**src/include/wsc_pkg.sv**
```systemverilog
// shared constants and types for the word lookup, block read and bank select unit
package wsc_pkg;
    // status word location and layout
    localparam logic [15:0] STATUS_OFFSET     = 16'h178F;
    localparam int          BANK_LSB          = 0;
    localparam int          TARGET_LSB        = 8;
    localparam logic [7:0]  TARGET_DATA_AREA  = 8'h00;
    localparam logic [7:0]  TARGET_EXTRA      = 8'h80;
    localparam logic [7:0]  BANK_RESET        = 8'h00;
    localparam logic [7:0]  BANK_MAX          = 8'h02;
    // bank select control codes
    localparam logic [15:0] SEL_DATA_AREA     = 16'h0000;
    localparam logic [15:0] SEL_CURRENT       = 16'hE000;
    localparam logic [15:0] SEL_BANK0         = 16'hE0B0;
    localparam logic [15:0] SEL_BANK2         = 16'hE0B2;
    // operand limits, bcd
    localparam logic [15:0] LOOKUP_CNT_MIN    = 16'h0001;
    localparam logic [15:0] LOOKUP_CNT_MAX    = 16'h6655;
    localparam logic [15:0] READ_CNT_MIN      = 16'h0001;
    localparam logic [15:0] READ_CNT_MAX      = 16'h3000;
    localparam logic [15:0] READ_SRC_MIN      = 16'h7000;
    localparam logic [15:0] READ_SRC_MAX      = 16'h9999;
    // data word area size, bcd last address
    localparam logic [15:0] DATA_AREA_LAST    = 16'h9999;
    // operations
    typedef enum logic [1:0] {
        WSC_OP_LOOKUP,
        WSC_OP_READ,
        WSC_OP_BANK
    } wsc_op_t;
endpackage

```
**src/hw/wsc_bcd.sv**
```systemverilog
// bcd helpers: validity check and binary conversion of a four digit word
`timescale 1ns/1ps
`default_nettype none
module wsc_bcd (
    // value under test
    input  wire logic [15:0] bcd_in,
    // results
    output logic             is_bcd,
    output logic [13:0]      bin_out
);
    // each nibble must be a decimal digit
    always_comb begin
        is_bcd  = (bcd_in[3:0] < 4'hA) && (bcd_in[7:4] < 4'hA) &&
                  (bcd_in[11:8] < 4'hA) && (bcd_in[15:12] < 4'hA);
        bin_out = 14'(bcd_in[15:12]) * 14'd1000 + 14'(bcd_in[11:8]) * 14'd100 +
                  14'(bcd_in[7:4]) * 14'd10 + 14'(bcd_in[3:0]);
    end
endmodule
`default_nettype wire

```
**src/hw/wsc_bin2bcd.sv**
```systemverilog
// binary to four digit bcd conversion by shift and add
`timescale 1ns/1ps
`default_nettype none
module wsc_bin2bcd (
    // binary value, below 10000
    input  wire logic [13:0] bin_in,
    // bcd result
    output logic [15:0]      bcd_out
);
    logic [29:0] work;
    // double dabble, combinational
    always_comb begin
        work = {16'h0000, bin_in};
        for (int i = 0; i < 14; i++) begin
            for (int d = 0; d < 4; d++) begin
                if (work[14+4*d +: 4] > 4'h4) begin
                    work[14+4*d +: 4] = work[14+4*d +: 4] + 4'h3;
                end
            end
            work = {work[28:0], 1'b0};
        end
        bcd_out = work[29:14];
    end
endmodule
`default_nettype wire

```
**src/hw/wsc_unit.sv**
```systemverilog
// word lookup, expansion block read and indirect bank select execution unit
// Behaviour
// - lookup compares range words upward until the first match when enabled
// - fault when lookup count not bcd 0001..6655
// - match sets flag, writes lowest match position
// - data area match writes absolute address
// - other area match writes offset from start
// - no match clears flag, result untouched
// - fault on bad indirect data word operand
// - read count must be bcd 0001..3000
// - read source must be bcd 7000..9999
// - read copies count words in order
// - fault when source word not allocated
// - read in progress finishes on power loss
// - bank select decodes five control codes
// - fault on any other control code
// - interrupt entry forces data area target
// - scan start forces data area target
// - status word: bank low, target high
// - tool reads show data area target
// - extra accesses reach current bank only
`timescale 1ns/1ps
`default_nettype none
module wsc_unit #(
    parameter int AW = 16
) (
    // clock and reset
    input  wire logic          sys_clk,
    input  wire logic          rst_n,
    // instruction issue from the sequencer
    input  wire logic          op_start,
    input  wire logic [1:0]    op_code,
    input  wire logic          exec_cond,
    input  wire logic [15:0]   count_operand,
    input  wire logic [AW-1:0] range_addr,
    input  wire logic          range_in_data_area,
    input  wire logic [15:0]   source_operand,
    input  wire logic [AW-1:0] dest_addr,
    input  wire logic [AW-1:0] compare_addr,
    input  wire logic [15:0]   control_operand,
    input  wire logic          indirect_bad,
    input  wire logic [15:0]   expansion_limit,
    // system events
    input  wire logic          scan_start,
    input  wire logic          interrupt_entry,
    input  wire logic          power_fail,
    // word memory port
    output logic               mem_req,
    output logic               mem_we,
    output logic               mem_expansion,
    output logic [AW-1:0]      mem_addr,
    output logic [15:0]        mem_wdata,
    input  wire logic          mem_ack,
    input  wire logic [15:0]   mem_rdata,
    // extra bank store selection
    output logic [1:0]         extra_bank,
    output logic               indirect_to_extra,
    // status word reads
    input  wire logic          status_rd,
    input  wire logic          status_rd_tool,
    input  wire logic [15:0]   status_rd_addr,
    output logic [15:0]        status_rdata,
    // completion
    output logic               op_done,
    output logic               op_busy,
    output logic               match_flag,
    output logic               fault_flag
);
    // the position arithmetic needs fourteen address bits
    if (AW < 14) $error("address width too small");

    typedef enum logic [2:0] {
        WSC_IDLE, WSC_FETCH_CMP, WSC_SCAN, WSC_WRITE_RES, WSC_RD_SRC, WSC_WR_DST, WSC_DONE
    } wsc_state_t;

    wsc_state_t      state_reg;
    logic [13:0]     count_reg;
    logic [13:0]     index_reg;
    logic [15:0]     cmp_reg;
    logic [15:0]     data_reg;
    logic            in_data_reg;
    logic [AW-1:0]   src_reg;
    logic [AW-1:0]   dst_reg;
    logic [AW-1:0]   cadr_reg;
    logic [1:0]      bank_reg;
    logic            target_reg;
    logic            match_reg;
    logic            fault_reg;
    logic            done_reg;

    logic            cnt_bcd;
    logic [13:0]     cnt_bin;
    logic            src_bcd;
    logic [13:0]     src_bin;
    logic [13:0]     pos_bin;
    logic [15:0]     pos_bcd;
    logic            lookup_fault;
    logic            read_fault;
    logic            bank_fault;
    logic [15:0]     last_src;
    logic [13:0]     pos_sum;

    // decode helpers for the operands
    wsc_bcd u_cnt_bcd (
        .bcd_in  (count_operand),
        .is_bcd  (cnt_bcd),
        .bin_out (cnt_bin)
    );
    wsc_bcd u_src_bcd (
        .bcd_in  (source_operand),
        .is_bcd  (src_bcd),
        .bin_out (src_bin)
    );
    wsc_bin2bcd u_pos (
        .bin_in  (pos_bin),
        .bcd_out (pos_bcd)
    );

    // bcd comparison holds since bcd orders like binary nibble by nibble
    function automatic logic in_range(input logic [15:0] v, input logic [15:0] lo, input logic [15:0] hi);
        in_range = (v >= lo) && (v <= hi);
    endfunction

    // last source word in binary, checked against the configured expansion span
    assign last_src = {2'b00, src_bin} + {2'b00, cnt_bin} - 16'h0001;
    // latched range start, so a later operand change cannot skew the result
    assign pos_sum  = 14'(src_reg) + index_reg;

    // data area match reports absolute address, others the offset
    assign pos_bin = in_data_reg ? pos_sum : index_reg;

    // operand checks at issue time
    always_comb begin
        lookup_fault = indirect_bad || !cnt_bcd ||
                       !in_range(count_operand, wsc_pkg::LOOKUP_CNT_MIN, wsc_pkg::LOOKUP_CNT_MAX);
        read_fault   = indirect_bad || !cnt_bcd || !src_bcd ||
                       !in_range(count_operand, wsc_pkg::READ_CNT_MIN, wsc_pkg::READ_CNT_MAX) ||
                       !in_range(source_operand, wsc_pkg::READ_SRC_MIN, wsc_pkg::READ_SRC_MAX) ||
                       (last_src > {2'b00, expansion_limit[13:0]});
        bank_fault   = indirect_bad ||
                       !((control_operand == wsc_pkg::SEL_DATA_AREA) ||
                         (control_operand == wsc_pkg::SEL_CURRENT) ||
                         ((control_operand >= wsc_pkg::SEL_BANK0) &&
                          (control_operand <= wsc_pkg::SEL_BANK2)));
    end

    // sequencer for the two memory instructions
    always_ff @(posedge sys_clk or negedge rst_n) begin
        if (!rst_n) begin
            state_reg     <= WSC_IDLE;
            count_reg     <= '0;
            index_reg     <= '0;
            cmp_reg       <= 16'h0000;
            data_reg      <= 16'h0000;
            in_data_reg   <= 1'b0;
            src_reg       <= '0;
            dst_reg       <= '0;
            cadr_reg      <= '0;
            match_reg     <= 1'b0;
            fault_reg     <= 1'b0;
        end else begin
            case (state_reg)
                WSC_IDLE: begin
                    // a false execution condition leaves everything alone
                    if (op_start && exec_cond) begin
                        fault_reg <= 1'b0;
                        index_reg <= '0;
                        count_reg <= cnt_bin;
                        in_data_reg <= range_in_data_area;
                        if (op_code == 2'(wsc_pkg::WSC_OP_LOOKUP)) begin
                            src_reg       <= range_addr;
                            cadr_reg      <= compare_addr;
                            if (lookup_fault) begin
                                fault_reg <= 1'b1;
                                state_reg <= WSC_DONE;
                            end else begin
                                state_reg <= WSC_FETCH_CMP;
                            end
                        end else if (op_code == 2'(wsc_pkg::WSC_OP_READ)) begin
                            src_reg       <= AW'(src_bin);
                            dst_reg       <= dest_addr;
                            if (read_fault) begin
                                fault_reg <= 1'b1;
                                state_reg <= WSC_DONE;
                            end else begin
                                state_reg <= WSC_RD_SRC;
                            end
                        end else begin
                            fault_reg <= bank_fault;
                            state_reg <= WSC_DONE;
                        end
                    end
                end
                WSC_FETCH_CMP: begin
                    if (mem_ack) begin
                        cmp_reg   <= mem_rdata;
                        state_reg <= WSC_SCAN;
                    end
                end
                WSC_SCAN: begin
                    // upward scan; the first hit is the lowest address
                    if (mem_ack) begin
                        if (mem_rdata == cmp_reg) begin
                            match_reg <= 1'b1;
                            state_reg <= WSC_WRITE_RES;
                        end else if (index_reg == count_reg - 14'd1) begin
                            match_reg <= 1'b0;
                            state_reg <= WSC_DONE;
                        end else begin
                            index_reg <= index_reg + 14'd1;
                        end
                    end
                end
                WSC_WRITE_RES: begin
                    if (mem_ack) begin
                        state_reg <= WSC_DONE;
                    end
                end
                WSC_RD_SRC: begin
                    // power_fail is ignored here so the copy runs to its end
                    if (mem_ack) begin
                        data_reg  <= mem_rdata;
                        state_reg <= WSC_WR_DST;
                    end
                end
                WSC_WR_DST: begin
                    if (mem_ack) begin
                        if (index_reg == count_reg - 14'd1) begin
                            state_reg <= WSC_DONE;
                        end else begin
                            index_reg <= index_reg + 14'd1;
                            state_reg <= WSC_RD_SRC;
                        end
                    end
                end
                WSC_DONE: begin
                    state_reg <= WSC_IDLE;
                end
                default: begin
                    state_reg <= WSC_IDLE;
                end
            endcase
        end
    end

    // completion pulse one cycle after the last step
    always_ff @(posedge sys_clk or negedge rst_n) begin
        if (!rst_n) begin
            done_reg <= 1'b0;
        end else begin
            done_reg <= (state_reg == WSC_DONE);
        end
    end

    // indirect target and current bank; scan and interrupt win over a select
    always_ff @(posedge sys_clk or negedge rst_n) begin
        if (!rst_n) begin
            target_reg <= 1'b0;
            bank_reg   <= 2'(wsc_pkg::BANK_RESET);
        end else if (scan_start || interrupt_entry) begin
            target_reg <= 1'b0;
        end else if (state_reg == WSC_IDLE && op_start && exec_cond &&
                     op_code == 2'(wsc_pkg::WSC_OP_BANK) && !bank_fault) begin
            if (control_operand == wsc_pkg::SEL_DATA_AREA) begin
                target_reg <= 1'b0;
            end else if (control_operand == wsc_pkg::SEL_CURRENT) begin
                target_reg <= 1'b1;
            end else begin
                target_reg <= 1'b1;
                bank_reg   <= control_operand[1:0];
            end
        end
    end

    // status word read; tool reads always show the data area target
    always_ff @(posedge sys_clk or negedge rst_n) begin
        if (!rst_n) begin
            status_rdata <= 16'h0000;
        end else if (status_rd && status_rd_addr == wsc_pkg::STATUS_OFFSET) begin
            status_rdata <= {(target_reg && !status_rd_tool) ? wsc_pkg::TARGET_EXTRA
                                                              : wsc_pkg::TARGET_DATA_AREA,
                             6'h00, bank_reg};
        end else begin
            status_rdata <= 16'h0000;
        end
    end

    // memory port drive per state
    always_comb begin
        mem_req       = 1'b0;
        mem_we        = 1'b0;
        mem_expansion = 1'b0;
        mem_addr      = '0;
        mem_wdata     = 16'h0000;
        case (state_reg)
            WSC_FETCH_CMP: begin
                mem_req  = 1'b1;
                mem_addr = cadr_reg;
            end
            WSC_SCAN: begin
                mem_req  = 1'b1;
                mem_addr = src_reg + AW'(index_reg);
            end
            WSC_WRITE_RES: begin
                mem_req   = 1'b1;
                mem_we    = 1'b1;
                mem_addr  = cadr_reg + AW'(1);
                mem_wdata = pos_bcd;
            end
            WSC_RD_SRC: begin
                mem_req       = 1'b1;
                mem_expansion = 1'b1;
                mem_addr      = src_reg + AW'(index_reg);
            end
            WSC_WR_DST: begin
                mem_req   = 1'b1;
                mem_we    = 1'b1;
                mem_addr  = dst_reg + AW'(index_reg);
                mem_wdata = data_reg;
            end
            default: begin
                mem_req = 1'b0;
            end
        endcase
    end

    // outputs
    assign extra_bank        = bank_reg;
    assign indirect_to_extra = target_reg;
    assign op_done           = done_reg;
    assign op_busy           = (state_reg != WSC_IDLE);
    assign match_flag        = match_reg;
    assign fault_flag        = fault_reg;
endmodule
`default_nettype wire

```
**config.mk**
```make
export PLATFORM = sky130hd
export DESIGN_NAME = wsc_unit
export DESIGN_NICKNAME = d
export VERILOG_FILES = /design/src/include/wsc_pkg.sv /design/src/hw/wsc_bcd.sv /design/src/hw/wsc_bin2bcd.sv /design/src/hw/wsc_unit.sv
export SDC_FILE = /design/constraint.sdc
export NUM_CORES = 1
export LEC_CHECK = 0
export ABC_AREA = 1
export BUFFER_PORTS_ARGS = -buffer_cell sky130_fd_sc_hd__buf_2
export CORE_ASPECT_RATIO = 1.25
export CORE_MARGIN = 2
export CORE_UTILIZATION = 60
export DETAILED_ROUTE_END_ITERATION = 10
export PLACE_DENSITY = 0.81
export SLEW_MARGIN = 20
export SYNTH_ARGS = -nofsm -noshare
export SYNTH_HDL_FRONTEND = slang
export SYNTH_SLANG_ARGS = --single-unit
```
**constraint.sdc**
```tcl
create_clock -name sys_clk -period 18.75 [get_ports sys_clk]
set_input_delay 0.9375 -clock sys_clk [delete_from_list [all_inputs] [get_ports sys_clk]]
set_output_delay 0.9375 -clock sys_clk [all_outputs]
set_load 0.005 [all_outputs]
```
==> results by group <==
Clock network
  – Clock-pin slew on the worst setup and hold paths: 0.06 ns
  – H-Tree Depth: 4
  – Post-CTS Hold Fix Bufs: 0
  – Cts bufs inserted: 17
  – Post-CTS Resized: 0
  – Clock Tree Buf Depth: 2
  – Clock Sinks: 121
  – Worst skew pair latency: 0.43 ns
  – TritonCTS clock tree: done
  – Post-CTS Setup Inserts: 0
  – CTS root buffer: clkbuf_16

Floorplanning
  – Chip width: 153 microns
  – Total Die Area: 29100 sq um
  – Starting Density: 60.6%
  – Standard-cell rows: 68
  – # IOs: 216
  – Die height: 190 microns
  – Core ar.: 27500 sq um

Setup path
  – Worst reg-to-reg path cell count: 20
  – Critical Path Source: index_reg[1]$_DFFE_PN0P_
  – Worst Setup End Kind: output port
  – CP Max Fanout: 7
  – Critical Path End: mem_wdata[1]
  – Max incr delay on CP: 0.49 ns
  – Cell mode on critical path: nand2_1
  – Crit path kind: reg -> out
  – CP Data Required Time: 17.81 ns
  – Worst EP arrival: 9.89 ns
  – FF-to-FF End: index_reg[11]$_DFFE_PN0P_
  – CP max stage cell: dfrtp_1
  – R2R setup slack: 14.99 ns
  – Startpoint Class: flip-flop
  – Reg-to-Reg Start: count_reg[0]$_DFFE_PN0P_

Global routing
  – Met3 Track Usage GR: 3.48%
  – Overflow after GRT: 0
  – First-pass GRT wire length: 71900 microns
  – Number of global-route vias before repair: 15700
  – M2 GR Usage: 56.4%
  – Largest net degree at the start of global routing: 66
  – GR Util All Layers: 29.7%
  – GR Util met1: 33.2%
  – Most Used Layer, Global Route: met2
  – Initial antenna violation count: 6

Place
  – Worst slack at placement: 8.38 ns
  – Half-perimeter wire length after placement: 35900 microns
  – Dpl cell area: 18000 sq um
  – I/O Buffers: 199
  – GP Congestion: 1.01

Synthesis
  – #FFs+latches synth: 121
  – Syn avg cell area: 6.92 sq um
  – Asr flop ratio synth: 100%
  – Cells after synthesis: 2407
  – Register area share after synthesis: 18.2%
  – Distinct cell type count after synthesis: 68
  – Synthesized cell area: 16700 sq um
  – Yosys warnings: 0
  – Primary FF master, synth: dfrtp_1
  – Post-synth EDFFs: 0

Run status
  – Status: finished clean

STA
  – Slew HR: 40.0%
  – Worst slew pin tran: 0.898 ns
  – RSZ-0062 raised after global routing: false
  – Fin. max-slew vios: 0
  – FMAX: 92.3 MHz
  – Worst Skew: 0.0163 ns
  – Final number of setup-violating endpoints: 0
  – Final setup TNS: 0 ns
  – Tcrit/Tclk final: 57.8%
  – Final setup margin: 7.92 ns
  – Min Tclk post-route: 10.83 ns
  – Final Hold Fails: 0

Cells and area
  – Share of layout cells above drive strength 1: 16.4%
  – Multi-input gate area: 11900 sq um
  – Post-route cell area: 18600 sq um
  – Filler cell count: 2410
  – Synth-to-layout area growth: 11.4%
  – Final net count: 3008
  – FF/Latch Area: 3030 sq um

Detailed routing
  – Iteration count of the initial detailed-routing pass: 7
  – Antenna viol nets, final: 0
  – Vias: 16200
  – Vias per cell: 5.45
  – Final WL: 43100 microns
  – DR iter-0 viols: 848
  – Remaining DRCs: 0
  – Drt wl/cell: 14.5 microns

Job
  – Max_cap viols: 0

Worst hold path
  – Hold WC Path Type: reg -> reg
  – HP Start: fault_flag$_DFFE_PN0P_
-- worst min path at each step --
stage | end | slack (ns) | cells after the start
finish | fault_flag$_DFFE_PN0P_ | 0.48 | 2
global route | dst_reg[8]$_DFFE_PN0P_ | 0.51 | 1
CTS | fault_flag$_DFFE_PN0P_ | 0.49 | 2
detailed placement | fault_flag$_DFFE_PN0P_ | 0.47 | 2
global placement | fault_flag$_DFFE_PN0P_ | 0.47 | 2
floorplan | data_reg[0]$_DFFE_PN0P_ | 0.45 | 2
-- Yosys cell counts (all sizes together), types with 5 or more instances --
cell type  number  area [sq um]
ha            214          2680
nor4           12          75.1
a21oi          96           503
nand3b         12          90.1
o311ai          6          52.6
o21bai          8          60.1
xor2           68           603
nand2         630          2680
fa             37           741
a21o            5          37.5
mux2           21           236
nor2          166           651
xnor2          41           359
dfrtp         121          3030
inv           414          1560
clkbuf         25          93.8
nand3         196          1180
o221ai          6          52.6
nor3           31           160
o211ai         25           188
o21ai         174           942
buf            18           138
or2            16           103
nand4          27           169
-- metal layers --
layer	routed length, microns	up-vias
li1	-	8171
met1	17200	7499
met2	22300	363
met3	1680	108
met4	1780	10
met5	46	-
-- cells by family (layout without fill, tap and decap cells) --
family                     after synthesis  count (layout)  synth area share, %
DFF                                    121             121                 18.2
other                                    1              15               0.0225
xor gates and xnor gates               109             109                 5.77
and+or+nand+nor                       1099            1099                 31.1
AOI/OAI and AO/OA                      344             344                 12.2
buffers and inverters                  461             654                 10.9
muxes                                   21              21                 1.42
adders and majority gates              251             251                 20.5
-- per-stage QoR --
| stage | std cells | util, % | hold WS [ns] |
|---|---|---|---|
| after global routing | 2963 | 67.6 | 0.511 |
| final | 2964 | 67.6 | 0.483 |
| after CTS | 2962 | 67.5 | 0.487 |
| after floorplan | 2419 | - | 0.453 |
| after global placement | 2930 | 65.3 | 0.465 |
| after detailed placement | 2930 | 65.3 | 0.471 |
-- cell type report --
class / instances / area share [%]
antenna: 2 / 0.0270
clock buffer: 17 / 2.29
clock inverter: 15 / 0.964
inverter: 417 / 8.46
multi-input combinational: 1837 / 64.0
sequential: 121 / 16.3
tap: 350 / 2.36
timing repair buffer: 205 / 5.62
-- cells in the final DEF, fill, tap and decap left out, drive strengths merged, types with 31 or more instances in the layout --
cell type	n
xor2	68
nor3	31
dfrtp	121
buf	205
nand2	630
o21ai	174
inv	422
fa	37
nand3	196
ha	214
a21oi	96
xnor2	41
nor2	166
-- worst max-delay path: cells and delay by family, from the launching register on --
family / cells / cell delay [ns]
buffers and inverters: 14 / 1.14
AOI/OAI and AO/OA: 2 / 0.32
adders and majority gates: 11 / 2.57
DFF: 1 / 0.49
xor gates and xnor gates: 4 / 1.06
and+or+nand+nor: 40 / 3.88
Power is not shown: default switching activity piles up to over one toggle a cycle in this logic, so the estimate is an artifact.
